## config.mk

```make
export PLATFORM = sky130hd
export DESIGN_NAME = smso_mode_status
export DESIGN_NICKNAME = d
export VERILOG_FILES = /design/src/core/smso_pkg.sv /design/src/core/smso_sync.sv /design/src/core/smso_out_map.sv /design/src/core/smso_mode_status.sv
export SDC_FILE = /design/constraint.sdc
export NUM_CORES = 1
export LEC_CHECK = 0
export ABC_CLOCK_PERIOD_IN_PS = 4360
export BUFFER_PORTS_ARGS = -buffer_cell sky130_fd_sc_hd__buf_2
export CAP_MARGIN = 20
export CORE_MARGIN = 5
export CORE_UTILIZATION = 40
export CTS_CLUSTER_SIZE = 16
export DETAILED_ROUTE_END_ITERATION = 7
export GPL_TIMING_DRIVEN = 0
export MAX_ROUTING_LAYER = met4
export PLACE_DENSITY = 0.79
export SYNTH_ARGS = -nofsm -noshare
export SYNTH_HDL_FRONTEND = slang
export SYNTH_SLANG_ARGS = --single-unit
export TNS_END_PERCENT = 10
```

## constraint.sdc

```tcl
create_clock -name clk_sys -period 4.36 [get_ports clk_sys]
set_input_delay 0.436 -clock clk_sys [delete_from_list [all_inputs] [get_ports clk_sys]]
set_output_delay 0.436 -clock clk_sys [all_outputs]
set_load 0.01 [all_outputs]
```

## src/core/smso_pkg.sv

```systemverilog
// constants, field widths and mode codes shared by the mode switch and status output block
//--------------------------------------------------------------------------------
// How it works
// selections 7, 8, 9 map switch to modes
// fixed assignment reads dedicated mode-switch pin
// configurable assignment reads selected input pin
// selection 10 fixed: switch gives zero clamp
// selection 11 fixed: switch inhibits command pulses
// configurable: clamp and inhibit inputs steer 10, 11
// clamping also needs both zero-clamp parameters
// ready needs power, no block, no alarm
// output slot one defaults to ready code
// warning drives only slots coded 0x07/0x107
// code 0x107 drives warning inverted
// warning output follows pre-alarm warning condition
// host waits over 100ms before motion commands; the host model waits 20 clock cycles
// inputs synchronised; mode follows next cycle; the block updates mode on the third clock after a pin change
//--------------------------------------------------------------------------------
package smso_pkg;

    //--------------------------------------------------------------------------------
    // widths
    //--------------------------------------------------------------------------------
    localparam int SMSO_SEQ_IN_W   = 8;
    localparam int SMSO_PIN_SEL_W  = 3;
    localparam int SMSO_MODE_SEL_W = 5;
    localparam int SMSO_OUT_CODE_W = 9;
    localparam int SMSO_OUT_COUNT  = 3;
    localparam int SMSO_ZC_MODE_W  = 4;
    localparam int SMSO_SPEED_W    = 16;
    localparam int SMSO_SYNC_W     = SMSO_SEQ_IN_W + 6;

    //--------------------------------------------------------------------------------
    // positions of the pin inputs inside the synchroniser word
    //--------------------------------------------------------------------------------
    localparam int SMSO_BIT_FIXED   = SMSO_SEQ_IN_W;
    localparam int SMSO_BIT_POWER   = SMSO_SEQ_IN_W + 1;
    localparam int SMSO_BIT_BBLOCK  = SMSO_SEQ_IN_W + 2;
    localparam int SMSO_BIT_ALARM   = SMSO_SEQ_IN_W + 3;
    localparam int SMSO_BIT_WARN    = SMSO_SEQ_IN_W + 4;
    localparam int SMSO_BIT_ABSREQ  = SMSO_SEQ_IN_W + 5;

    //--------------------------------------------------------------------------------
    // control mode selection values
    //--------------------------------------------------------------------------------
    localparam logic [SMSO_MODE_SEL_W-1:0] SMSO_SEL_SPD_POS  = 5'h07;
    localparam logic [SMSO_MODE_SEL_W-1:0] SMSO_SEL_TRQ_POS  = 5'h08;
    localparam logic [SMSO_MODE_SEL_W-1:0] SMSO_SEL_SPD_TRQ  = 5'h09;
    localparam logic [SMSO_MODE_SEL_W-1:0] SMSO_SEL_SPD_ZC   = 5'h0A;
    localparam logic [SMSO_MODE_SEL_W-1:0] SMSO_SEL_POS_INH  = 5'h0B;

    localparam logic SMSO_ASSIGN_FIXED = 1'h0;
    localparam logic SMSO_ASSIGN_PARAM = 1'h1;

    //--------------------------------------------------------------------------------
    // output assignment codes and factory defaults
    //--------------------------------------------------------------------------------
    localparam logic [SMSO_OUT_CODE_W-1:0] SMSO_CODE_READY    = 9'h000;
    localparam logic [SMSO_OUT_CODE_W-1:0] SMSO_CODE_WARN     = 9'h007;
    localparam logic [SMSO_OUT_CODE_W-1:0] SMSO_CODE_WARN_INV = 9'h107;
    localparam logic [SMSO_OUT_CODE_W-1:0] SMSO_CODE_UNUSED   = 9'h0FF;
    localparam logic [SMSO_OUT_CODE_W-1:0] SMSO_DEFAULT_OUT_1 = SMSO_CODE_READY;
    localparam logic [SMSO_OUT_CODE_W-1:0] SMSO_DEFAULT_OUT_2 = SMSO_CODE_UNUSED;
    localparam logic [SMSO_OUT_CODE_W-1:0] SMSO_DEFAULT_OUT_3 = SMSO_CODE_UNUSED;

    localparam logic [SMSO_ZC_MODE_W-1:0] SMSO_ZC_DISABLED = 4'h0;

    //--------------------------------------------------------------------------------
    // active loop mode
    //--------------------------------------------------------------------------------
    typedef enum logic [2:0] {
        SMSO_MODE_POSITION = 3'b000,
        SMSO_MODE_SPEED    = 3'b001,
        SMSO_MODE_TORQUE   = 3'b010,
        SMSO_MODE_SPEED_ZC = 3'b011,
        SMSO_MODE_POS_INH  = 3'b100,
        SMSO_MODE_OTHER    = 3'b111
    } smso_mode_t;

endpackage : smso_pkg

```

## src/core/smso_sync.sv

```systemverilog
// two-flop synchroniser for the sequence and status pin inputs
`timescale 1ns/1ps
module smso_sync
    import smso_pkg::*;
#(
    parameter int W = SMSO_SYNC_W
)
(
    input  wire logic         clk_sys,
    input  wire logic         rst,
    input  wire logic [W-1:0] din,
    output logic      [W-1:0] dout
);

    typedef struct packed {
        logic [W-1:0] meta;
        logic [W-1:0] stable;
    } smso_sync_t;

    smso_sync_t st;
    smso_sync_t next_st;

    // first stage feeds only the second stage
    always_comb
    begin
        next_st        = st;
        next_st.meta   = din;
        next_st.stable = st.meta;
    end

    always_ff @(posedge clk_sys or posedge rst)
    begin
        if (rst)
        begin
            st <= '0;
        end
        else
        begin
            st <= next_st;
        end
    end

    assign dout = st.stable;

endmodule : smso_sync

```

## src/core/smso_out_map.sv

```systemverilog
// one configurable output slot: picks ready or warning by assignment code
`timescale 1ns/1ps
module smso_out_map
    import smso_pkg::*;
(
    input  wire logic [SMSO_OUT_CODE_W-1:0] code,
    input  wire logic                       servo_ready,
    input  wire logic                       warning,
    output logic                            level
);

    always_comb
    begin
        if (code == SMSO_CODE_READY)
        begin
            level = servo_ready;
        end
        else if (code == SMSO_CODE_WARN)
        begin
            level = warning;
        end
        else if (code == SMSO_CODE_WARN_INV)
        begin
            level = ~warning;
        end
        else
        begin
            // unassigned codes keep the slot quiet rather than floating
            level = 1'b0;
        end
    end

endmodule : smso_out_map

```

## src/core/smso_mode_status.sv

```systemverilog
// control mode selection, servo ready and configurable status outputs of the drive
`timescale 1ns/1ps
module smso_mode_status
    import smso_pkg::*;
(
    input  wire logic                       clk_sys,
    input  wire logic                       rst,
    input  wire logic [SMSO_SEQ_IN_W-1:0]   seq_input,
    input  wire logic                       mode_switch_fixed,
    input  wire logic                       main_power_ok,
    input  wire logic                       hw_base_block,
    input  wire logic                       alarm_active,
    input  wire logic                       warning_active,
    input  wire logic                       absolute_data_request,
    input  wire logic [SMSO_MODE_SEL_W-1:0] control_mode_selection,
    input  wire logic                       input_assignment_mode,
    input  wire logic [SMSO_PIN_SEL_W-1:0]  mode_switch_pin_sel,
    input  wire logic [SMSO_PIN_SEL_W-1:0]  zero_clamp_pin_sel,
    input  wire logic [SMSO_PIN_SEL_W-1:0]  pulse_inhibit_pin_sel,
    input  wire logic [SMSO_ZC_MODE_W-1:0]  zero_clamp_param_a,
    input  wire logic [SMSO_SPEED_W-1:0]    zero_clamp_param_b,
    input  wire logic [SMSO_SPEED_W-1:0]    speed_command_abs,
    input  wire logic                       absolute_encoder_used,
    input  wire logic [SMSO_OUT_CODE_W-1:0] output_assignment_1,
    input  wire logic [SMSO_OUT_CODE_W-1:0] output_assignment_2,
    input  wire logic [SMSO_OUT_CODE_W-1:0] output_assignment_3,
    output logic [2:0]                      active_mode,
    output logic                            zero_clamp_active,
    output logic                            pulse_inhibit_active,
    output logic                            servo_ready,
    output logic                            warning_out,
    output logic [SMSO_OUT_COUNT-1:0]       out_pin
);

    //--------------------------------------------------------------------------------
    // input synchronisation
    //--------------------------------------------------------------------------------
    logic [SMSO_SYNC_W-1:0] pins_raw;
    logic [SMSO_SYNC_W-1:0] pins;

    assign pins_raw = {absolute_data_request, warning_active, alarm_active,
                       hw_base_block, main_power_ok, mode_switch_fixed, seq_input};

    // pins cross from the outside world, so nothing reads them before two flops
    smso_sync #(
        .W    (SMSO_SYNC_W)
    ) u_sync (
        .clk_sys (clk_sys),
        .rst     (rst),
        .din     (pins_raw),
        .dout    (pins)
    );

    logic [SMSO_SEQ_IN_W-1:0] s_seq;
    logic                     s_fixed;
    logic                     s_power;
    logic                     s_bblock;
    logic                     s_alarm;
    logic                     s_warn;
    logic                     s_absreq;

    assign s_seq    = pins[SMSO_SEQ_IN_W-1:0];
    assign s_fixed  = pins[SMSO_BIT_FIXED];
    assign s_power  = pins[SMSO_BIT_POWER];
    assign s_bblock = pins[SMSO_BIT_BBLOCK];
    assign s_alarm  = pins[SMSO_BIT_ALARM];
    assign s_warn   = pins[SMSO_BIT_WARN];
    assign s_absreq = pins[SMSO_BIT_ABSREQ];

    //--------------------------------------------------------------------------------
    // state
    //--------------------------------------------------------------------------------
    typedef struct packed {
        smso_mode_t                mode;
        logic                      zero_clamp_input;
        logic                      inhibit;
        logic                      ready;
        logic                      warn;
        logic [SMSO_OUT_COUNT-1:0] pin;
    } smso_state_t;

    smso_state_t st;
    smso_state_t next_st;

    //--------------------------------------------------------------------------------
    // output slot mapping
    //--------------------------------------------------------------------------------
    logic [SMSO_OUT_CODE_W-1:0] slot_code [SMSO_OUT_COUNT];
    logic [SMSO_OUT_COUNT-1:0]  slot_level;

    assign slot_code[0] = output_assignment_1;
    assign slot_code[1] = output_assignment_2;
    assign slot_code[2] = output_assignment_3;

    genvar g;
    generate
        for (g = 0; g < SMSO_OUT_COUNT; g++)
        begin : g_slot
            smso_out_map u_map (
                .code        (slot_code[g]),
                .servo_ready (st.ready),
                .warning     (st.warn),
                .level       (slot_level[g])
            );
        end
    endgenerate

    //--------------------------------------------------------------------------------
    // mode source selection and decode
    //--------------------------------------------------------------------------------
    logic sw_in;
    logic zc_in;
    logic inh_in;

    always_comb
    begin
        if (input_assignment_mode == SMSO_ASSIGN_FIXED)
        begin
            // one dedicated pin serves the switch, clamp and inhibit roles
            sw_in  = s_fixed;
            zc_in  = s_fixed;
            inh_in = s_fixed;
        end
        else
        begin
            sw_in  = s_seq[mode_switch_pin_sel];
            zc_in  = s_seq[zero_clamp_pin_sel];
            inh_in = s_seq[pulse_inhibit_pin_sel];
        end
    end

    always_comb
    begin
        next_st = st;
        case (control_mode_selection)
            SMSO_SEL_SPD_POS: next_st.mode = sw_in ? SMSO_MODE_SPEED : SMSO_MODE_POSITION;
            SMSO_SEL_TRQ_POS: next_st.mode = sw_in ? SMSO_MODE_TORQUE : SMSO_MODE_POSITION;
            SMSO_SEL_SPD_TRQ: next_st.mode = sw_in ? SMSO_MODE_SPEED : SMSO_MODE_TORQUE;
            SMSO_SEL_SPD_ZC:  next_st.mode = zc_in ? SMSO_MODE_SPEED_ZC : SMSO_MODE_SPEED;
            SMSO_SEL_POS_INH: next_st.mode = inh_in ? SMSO_MODE_POS_INH : SMSO_MODE_POSITION;
            // other selections belong to logic outside this block
            default:          next_st.mode = SMSO_MODE_OTHER;
        endcase

        // the clamp request only arms clamping; the parameters decide when it bites
        next_st.zero_clamp_input  = (next_st.mode == SMSO_MODE_SPEED_ZC)
                          && (zero_clamp_param_a != SMSO_ZC_DISABLED)
                          && (speed_command_abs < zero_clamp_param_b);
        next_st.inhibit = (next_st.mode == SMSO_MODE_POS_INH);

        next_st.ready = s_power && !s_bblock && !s_alarm
                        && (!absolute_encoder_used || s_absreq);
        next_st.warn  = s_warn;
        // slots follow registered status, one cycle behind it
        next_st.pin   = slot_level;
    end

    always_ff @(posedge clk_sys or posedge rst)
    begin
        if (rst)
        begin
            st <= '{mode: SMSO_MODE_OTHER, default: '0};
        end
        else
        begin
            st <= next_st;
        end
    end

    assign active_mode          = st.mode;
    assign zero_clamp_active    = st.zero_clamp_input;
    assign pulse_inhibit_active = st.inhibit;
    assign servo_ready          = st.ready;
    assign warning_out          = st.warn;
    assign out_pin              = st.pin;

    //--------------------------------------------------------------------------------
    // checks
    //--------------------------------------------------------------------------------
    mode_seven_a : assert property (@(posedge clk_sys) disable iff (rst)
        control_mode_selection == SMSO_SEL_SPD_POS
        |=> st.mode == ($past(sw_in) ? SMSO_MODE_SPEED : SMSO_MODE_POSITION))
        else $error("mode 7 decode wrong");

    mode_nine_a : assert property (@(posedge clk_sys) disable iff (rst)
        control_mode_selection == SMSO_SEL_SPD_TRQ && !sw_in |=> st.mode == SMSO_MODE_TORQUE)
        else $error("mode 9 off decode wrong");

    fixed_source_a : assert property (@(posedge clk_sys) disable iff (rst)
        input_assignment_mode == SMSO_ASSIGN_FIXED && control_mode_selection == SMSO_SEL_TRQ_POS
        && $stable(control_mode_selection) && $stable(input_assignment_mode)
        |=> (st.mode == SMSO_MODE_TORQUE) == $past(mode_switch_fixed, 3))
        else $error("fixed pin not steering mode");

    param_source_a : assert property (@(posedge clk_sys) disable iff (rst)
        input_assignment_mode == SMSO_ASSIGN_PARAM && control_mode_selection == SMSO_SEL_SPD_POS
        |=> (st.mode == SMSO_MODE_SPEED) == $past(s_seq[mode_switch_pin_sel]))
        else $error("assigned pin not steering mode");

    zero_clamp_input_mode_a : assert property (@(posedge clk_sys) disable iff (rst)
        control_mode_selection == SMSO_SEL_SPD_ZC && zc_in |=> st.mode == SMSO_MODE_SPEED_ZC)
        else $error("zero clamp mode missing");

    inhibit_mode_a : assert property (@(posedge clk_sys) disable iff (rst)
        control_mode_selection == SMSO_SEL_POS_INH
        |=> st.inhibit == $past(inh_in) && st.mode != SMSO_MODE_SPEED)
        else $error("pulse inhibit wrong");

    zero_clamp_input_gate_a : assert property (@(posedge clk_sys) disable iff (rst)
        st.zero_clamp_input |-> st.mode == SMSO_MODE_SPEED_ZC
        && $past(zero_clamp_param_a) != SMSO_ZC_DISABLED
        && $past(speed_command_abs) < $past(zero_clamp_param_b))
        else $error("clamp without parameters");

    ready_cond_a : assert property (@(posedge clk_sys) disable iff (rst)
        st.ready |-> $past(s_power) && !$past(s_bblock) && !$past(s_alarm)
        && (!$past(absolute_encoder_used) || $past(s_absreq)))
        else $error("ready without permission");

    ready_slot_a : assert property (@(posedge clk_sys) disable iff (rst)
        output_assignment_1 == SMSO_CODE_READY |=> st.pin[0] == $past(st.ready))
        else $error("slot one not showing ready");

    warn_polarity_a : assert property (@(posedge clk_sys) disable iff (rst)
        output_assignment_1 == SMSO_CODE_WARN_INV |=> st.pin[0] == !$past(st.warn))
        else $error("inverted warning wrong");

    warn_unassigned_a : assert property (@(posedge clk_sys) disable iff (rst)
        output_assignment_3 != SMSO_CODE_READY && output_assignment_3 != SMSO_CODE_WARN
        && output_assignment_3 != SMSO_CODE_WARN_INV |=> !st.pin[2])
        else $error("unassigned slot driven");

    warn_follow_a : assert property (@(posedge clk_sys) disable iff (rst)
        $rose(warning_active) ##1 warning_active ##1 warning_active |=> st.warn)
        else $error("warning not forwarded");

    sync_delay_a : assert property (@(posedge clk_sys) disable iff (rst)
        $rose(alarm_active) ##1 alarm_active |-> ##2 !st.ready)
        else $error("alarm did not drop ready in time");

endmodule : smso_mode_status

```

==> impl_metrics.py <==
metrics = {
    "final_layout": {
        "fin_area_um2": 2630,
        "syn_to_final_growth_pct": 39.7,
        "final_util": 0.565,
        "drive_above_1_share": 0.442,
        "nets": 383,
        "diodes": 0,
    },
    "sta": {
        "setup_viol": 0,
        "hold_ws_ns": 0.251,
        "hold_viol": 0,
        "drv_slew": 0,
        "period_share": 0.405,
        "fin_crit_ns": 1.77,
        "max_slew_margin": 0.469,
        "skew_ns": 0.00294,
        "worst_slew_pin_slew_ns": 0.796,
        "fmax_mhz": 566,
        "tns_ns": 0,
        "rsz0062_at_grt": "false",
    },
    "place": {
        "gp_congestion": 0.734,
        "hpwl_um": 3550,
        "placed_cell_area_um2": 2500,
        "port_buffers": 103,
    },
    "clock_network": {
        "cts_tree": "built",
        "clockBufferDepth": 2,
        "htree_levels": 2,
        "clkLatencyLatePin_ns": 0.28,
        "cts_resized": 0,
        "cts_hold_buf": 0,
        "cts_sinks": 38,
        "clk_root_buffer_cell": "clkbuf_8",
        "cts_inserted_buffers": 5,
        "post-cts-setup-buffer-count": 0,
        "clk_pin_slew_ns": 0.07,
    },
    "logic_synthesis": {
        "ys_warn_count": 0,
        "synth_ff_type": "dfrtp_1",
        "ys_ff_latch": 38,
        "async_flop_share": 1.00,
        "synth_area_um2": 1890,
        "syn-num-nets": 272,
        "synth-edff-count": 0,
        "ys_types": 38,
        "seq_area_frac_synth": 0.506,
        "synthesis.instances": 162,
        "syn_avg_cell_area_um2": 11.6,
    },
    "drt": {
        "drc": 0,
        "vias": 1627,
        "drt-vias-per-instance": 4.96,
        "drt_first_iter_violations": 16,
        "drt_wl_total_um": 4100,
        "drt-wirelength-per-cell_um": 12.5,
        "firstDrtPassIters": 4,
        "detail-route-antenna-nets": 0,
    },
    "setup_path": {
        "start_kind": "register",
        "required_ns": 4.55,
        "cp_max_fo": 3,
        "cp_data_arrival_time_ns": 1.96,
        "rr_worst_depth": 5,
        "crit_type": "reg -> reg",
        "cp-end-kind": "register",
    },
    "power_and_ir_drop": {
        "switching_share": 0.212,
        "p_sw_mw": 0.179,
        "power.internal_mw": 0.665,
        "seqPwrFrac": 0.445,
        "clockPowerShare": 0.411,
        "pwr-share-comb": 0.144,
        "power.leakage_nw": 1.39,
        "peakVddDrop_mv": 0.290,
        "p_per_area_nw_per_um2": 321,
    },
    "min_path": {
        "min_path_cells": 1,
        "hp-class": "in -> reg",
    },
    "floorplanning": {
        "die_h_um": 78.7,
        "die-area_um2": 6190,
        "placementRows": 25,
        "coreArea_um2": 4660,
        "initial_core_util": 0.405,
        "die_w_um": 78.7,
        "ios": 105,
    },
    "run_status": {
        "status": "finished, final reports clean",
    },
    "global_routing": {
        "antenna_found_initial": 0,
        "grt_max_degree": 21,
        "grt_pass1_vias": 1684,
        "grt_remaining_overflow": 0,
        "track_usage": 0.145,
        "grt_pass1_wl_um": 6920,
    },
    "flow_run": {
        "drv_cap": 0,
    },
}
worst max-delay path, cell delays in order, from the launching register on:
cell     delay, ns
dfrtp_1       0.39
mux4_1        0.50
mux2i_1       0.21
nand3_1       0.10
a21o_1        0.21
nor4_2        0.27
metal layers:
layer,vias up,share of wire,global-route usage
met5,-,0,-
met1,737,0.38,0.150
li1,822,-,-
met4,0,0.014,0.0542
met2,63,0.51,0.252
met3,5,0.10,0.0505
power by group through the flow:
stage	combinational (mW)	clock [mW]	sequential, mW
global route	0.141	0.382	0.378
CTS	0.123	0.361	0.376
global placement	0.116	0	0.382
finish	0.122	0.347	0.376
floorplan	0.0582	0	0.382
detailed placement	0.123	0	0.383
stage by stage:
stage	total power [mW]	cells	worst slack, ns
after floorplan	0.441	162	2.64
after detailed placement	0.506	320	2.37
after global placement	0.498	319	2.40
after global routing	0.902	328	2.44
final	0.845	328	2.59
after CTS	0.860	328	2.57
Yosys cell counts, types with 2 or more instances:
cell type	number	share of area
a211oi_1	2	0.0080
a21o_1	4	0.016
a21oi_1	14	0.037
a22oi_1	2	0.0080
and2b_2	2	0.0093
and4b_1	3	0.016
dfrtp_1	35	0.46
dfstp_2	3	0.042
ha_1	15	0.10
inv_1	18	0.036
mux2i_1	5	0.027
mux4_1	2	0.028
mux4_2	2	0.024
nand2_1	4	0.0080
nand2b_1	3	0.010
nand3_1	6	0.016
nand4_1	4	0.013
nand4b_1	2	0.0093
nor2_1	9	0.018
nor2b_1	3	0.010
nor4_1	4	0.013
o211ai_1	2	0.0080
or4_1	3	0.012
registers in the layout (all words and copies together) (netlist names):
name / flops
zero_clamp_active: 1
active_mode: 3
pulse_inhibit_active: 1
servo_ready: 1
out_pin: 3
warning_out: 1
u_sync.dout: 14
u_sync.next_st: 14
path summary, 6_finish.rpt:
check	start	endpoint	slack, ns
min	seq_input[5]	u_sync.next_st[5]	0.25
max in group asynchronous	rst	u_sync.dout[6]	3.52
min reg2reg	u_sync.next_st[0]	u_sync.dout[0]	0.35
min in group asynchronous	rst	out_pin[0]	0.29
max	u_sync.dout[3]	zero_clamp_active	2.59
max reg2reg	u_sync.dout[3]	zero_clamp_active	2.59
layout by cell type, fill, tap and decap left out, types with 2 or more instances in the layout:
cell       Yosys  routed
o211ai_1       2       2
nand4_1        4       4
bufinv_16      0       2
mux4_1         2       2
dfstp_2        3       3
a21oi_1       14      14
a211oi_1       2       2
buf_2          0     103
nor2b_1        3       3
or4_1          3       3
nor2_1         9       9
a21o_1         4       4
ha_1          15      15
mux4_2         2       2
nand3_1        6       6
and2b_2        2       2
nand2_1        4       4
inv_1         18      18
mux2i_1        5       5
dfrtp_1       35      35
nand4b_1       2       2
and4b_1        3       3
clkbuf_8       0       5
a22oi_1        2       2
nand2b_1       3       3
nor4_1         4       4
layout make-up:
class / instances / area [um^2]
timing repair buffer: 104 / 543
sequential: 38 / 955
tap: 54 / 67.6
clock inverter: 3 / 68.8
inverter: 18 / 67.6
fill: 417 / 2030
multi-input combinational: 105 / 852
clock buffer: 5 / 68.8
buffer: 1 / 11.3
kinds of logic (layout without fill, tap and decap cells):
family,count (synthesis),in the layout,share of synthesized area
AND/OR/NAND/NOR,50,50,0.167
AO/OA/AOI/OAI,31,31,0.107
multiplexers,9,9,0.0783
buffers and inverters,19,131,0.0418
adder cells (fa/ha/maj),15,15,0.0995
flip-flops,38,38,0.506
Note: power is estimated with default switching activity, not from simulation.
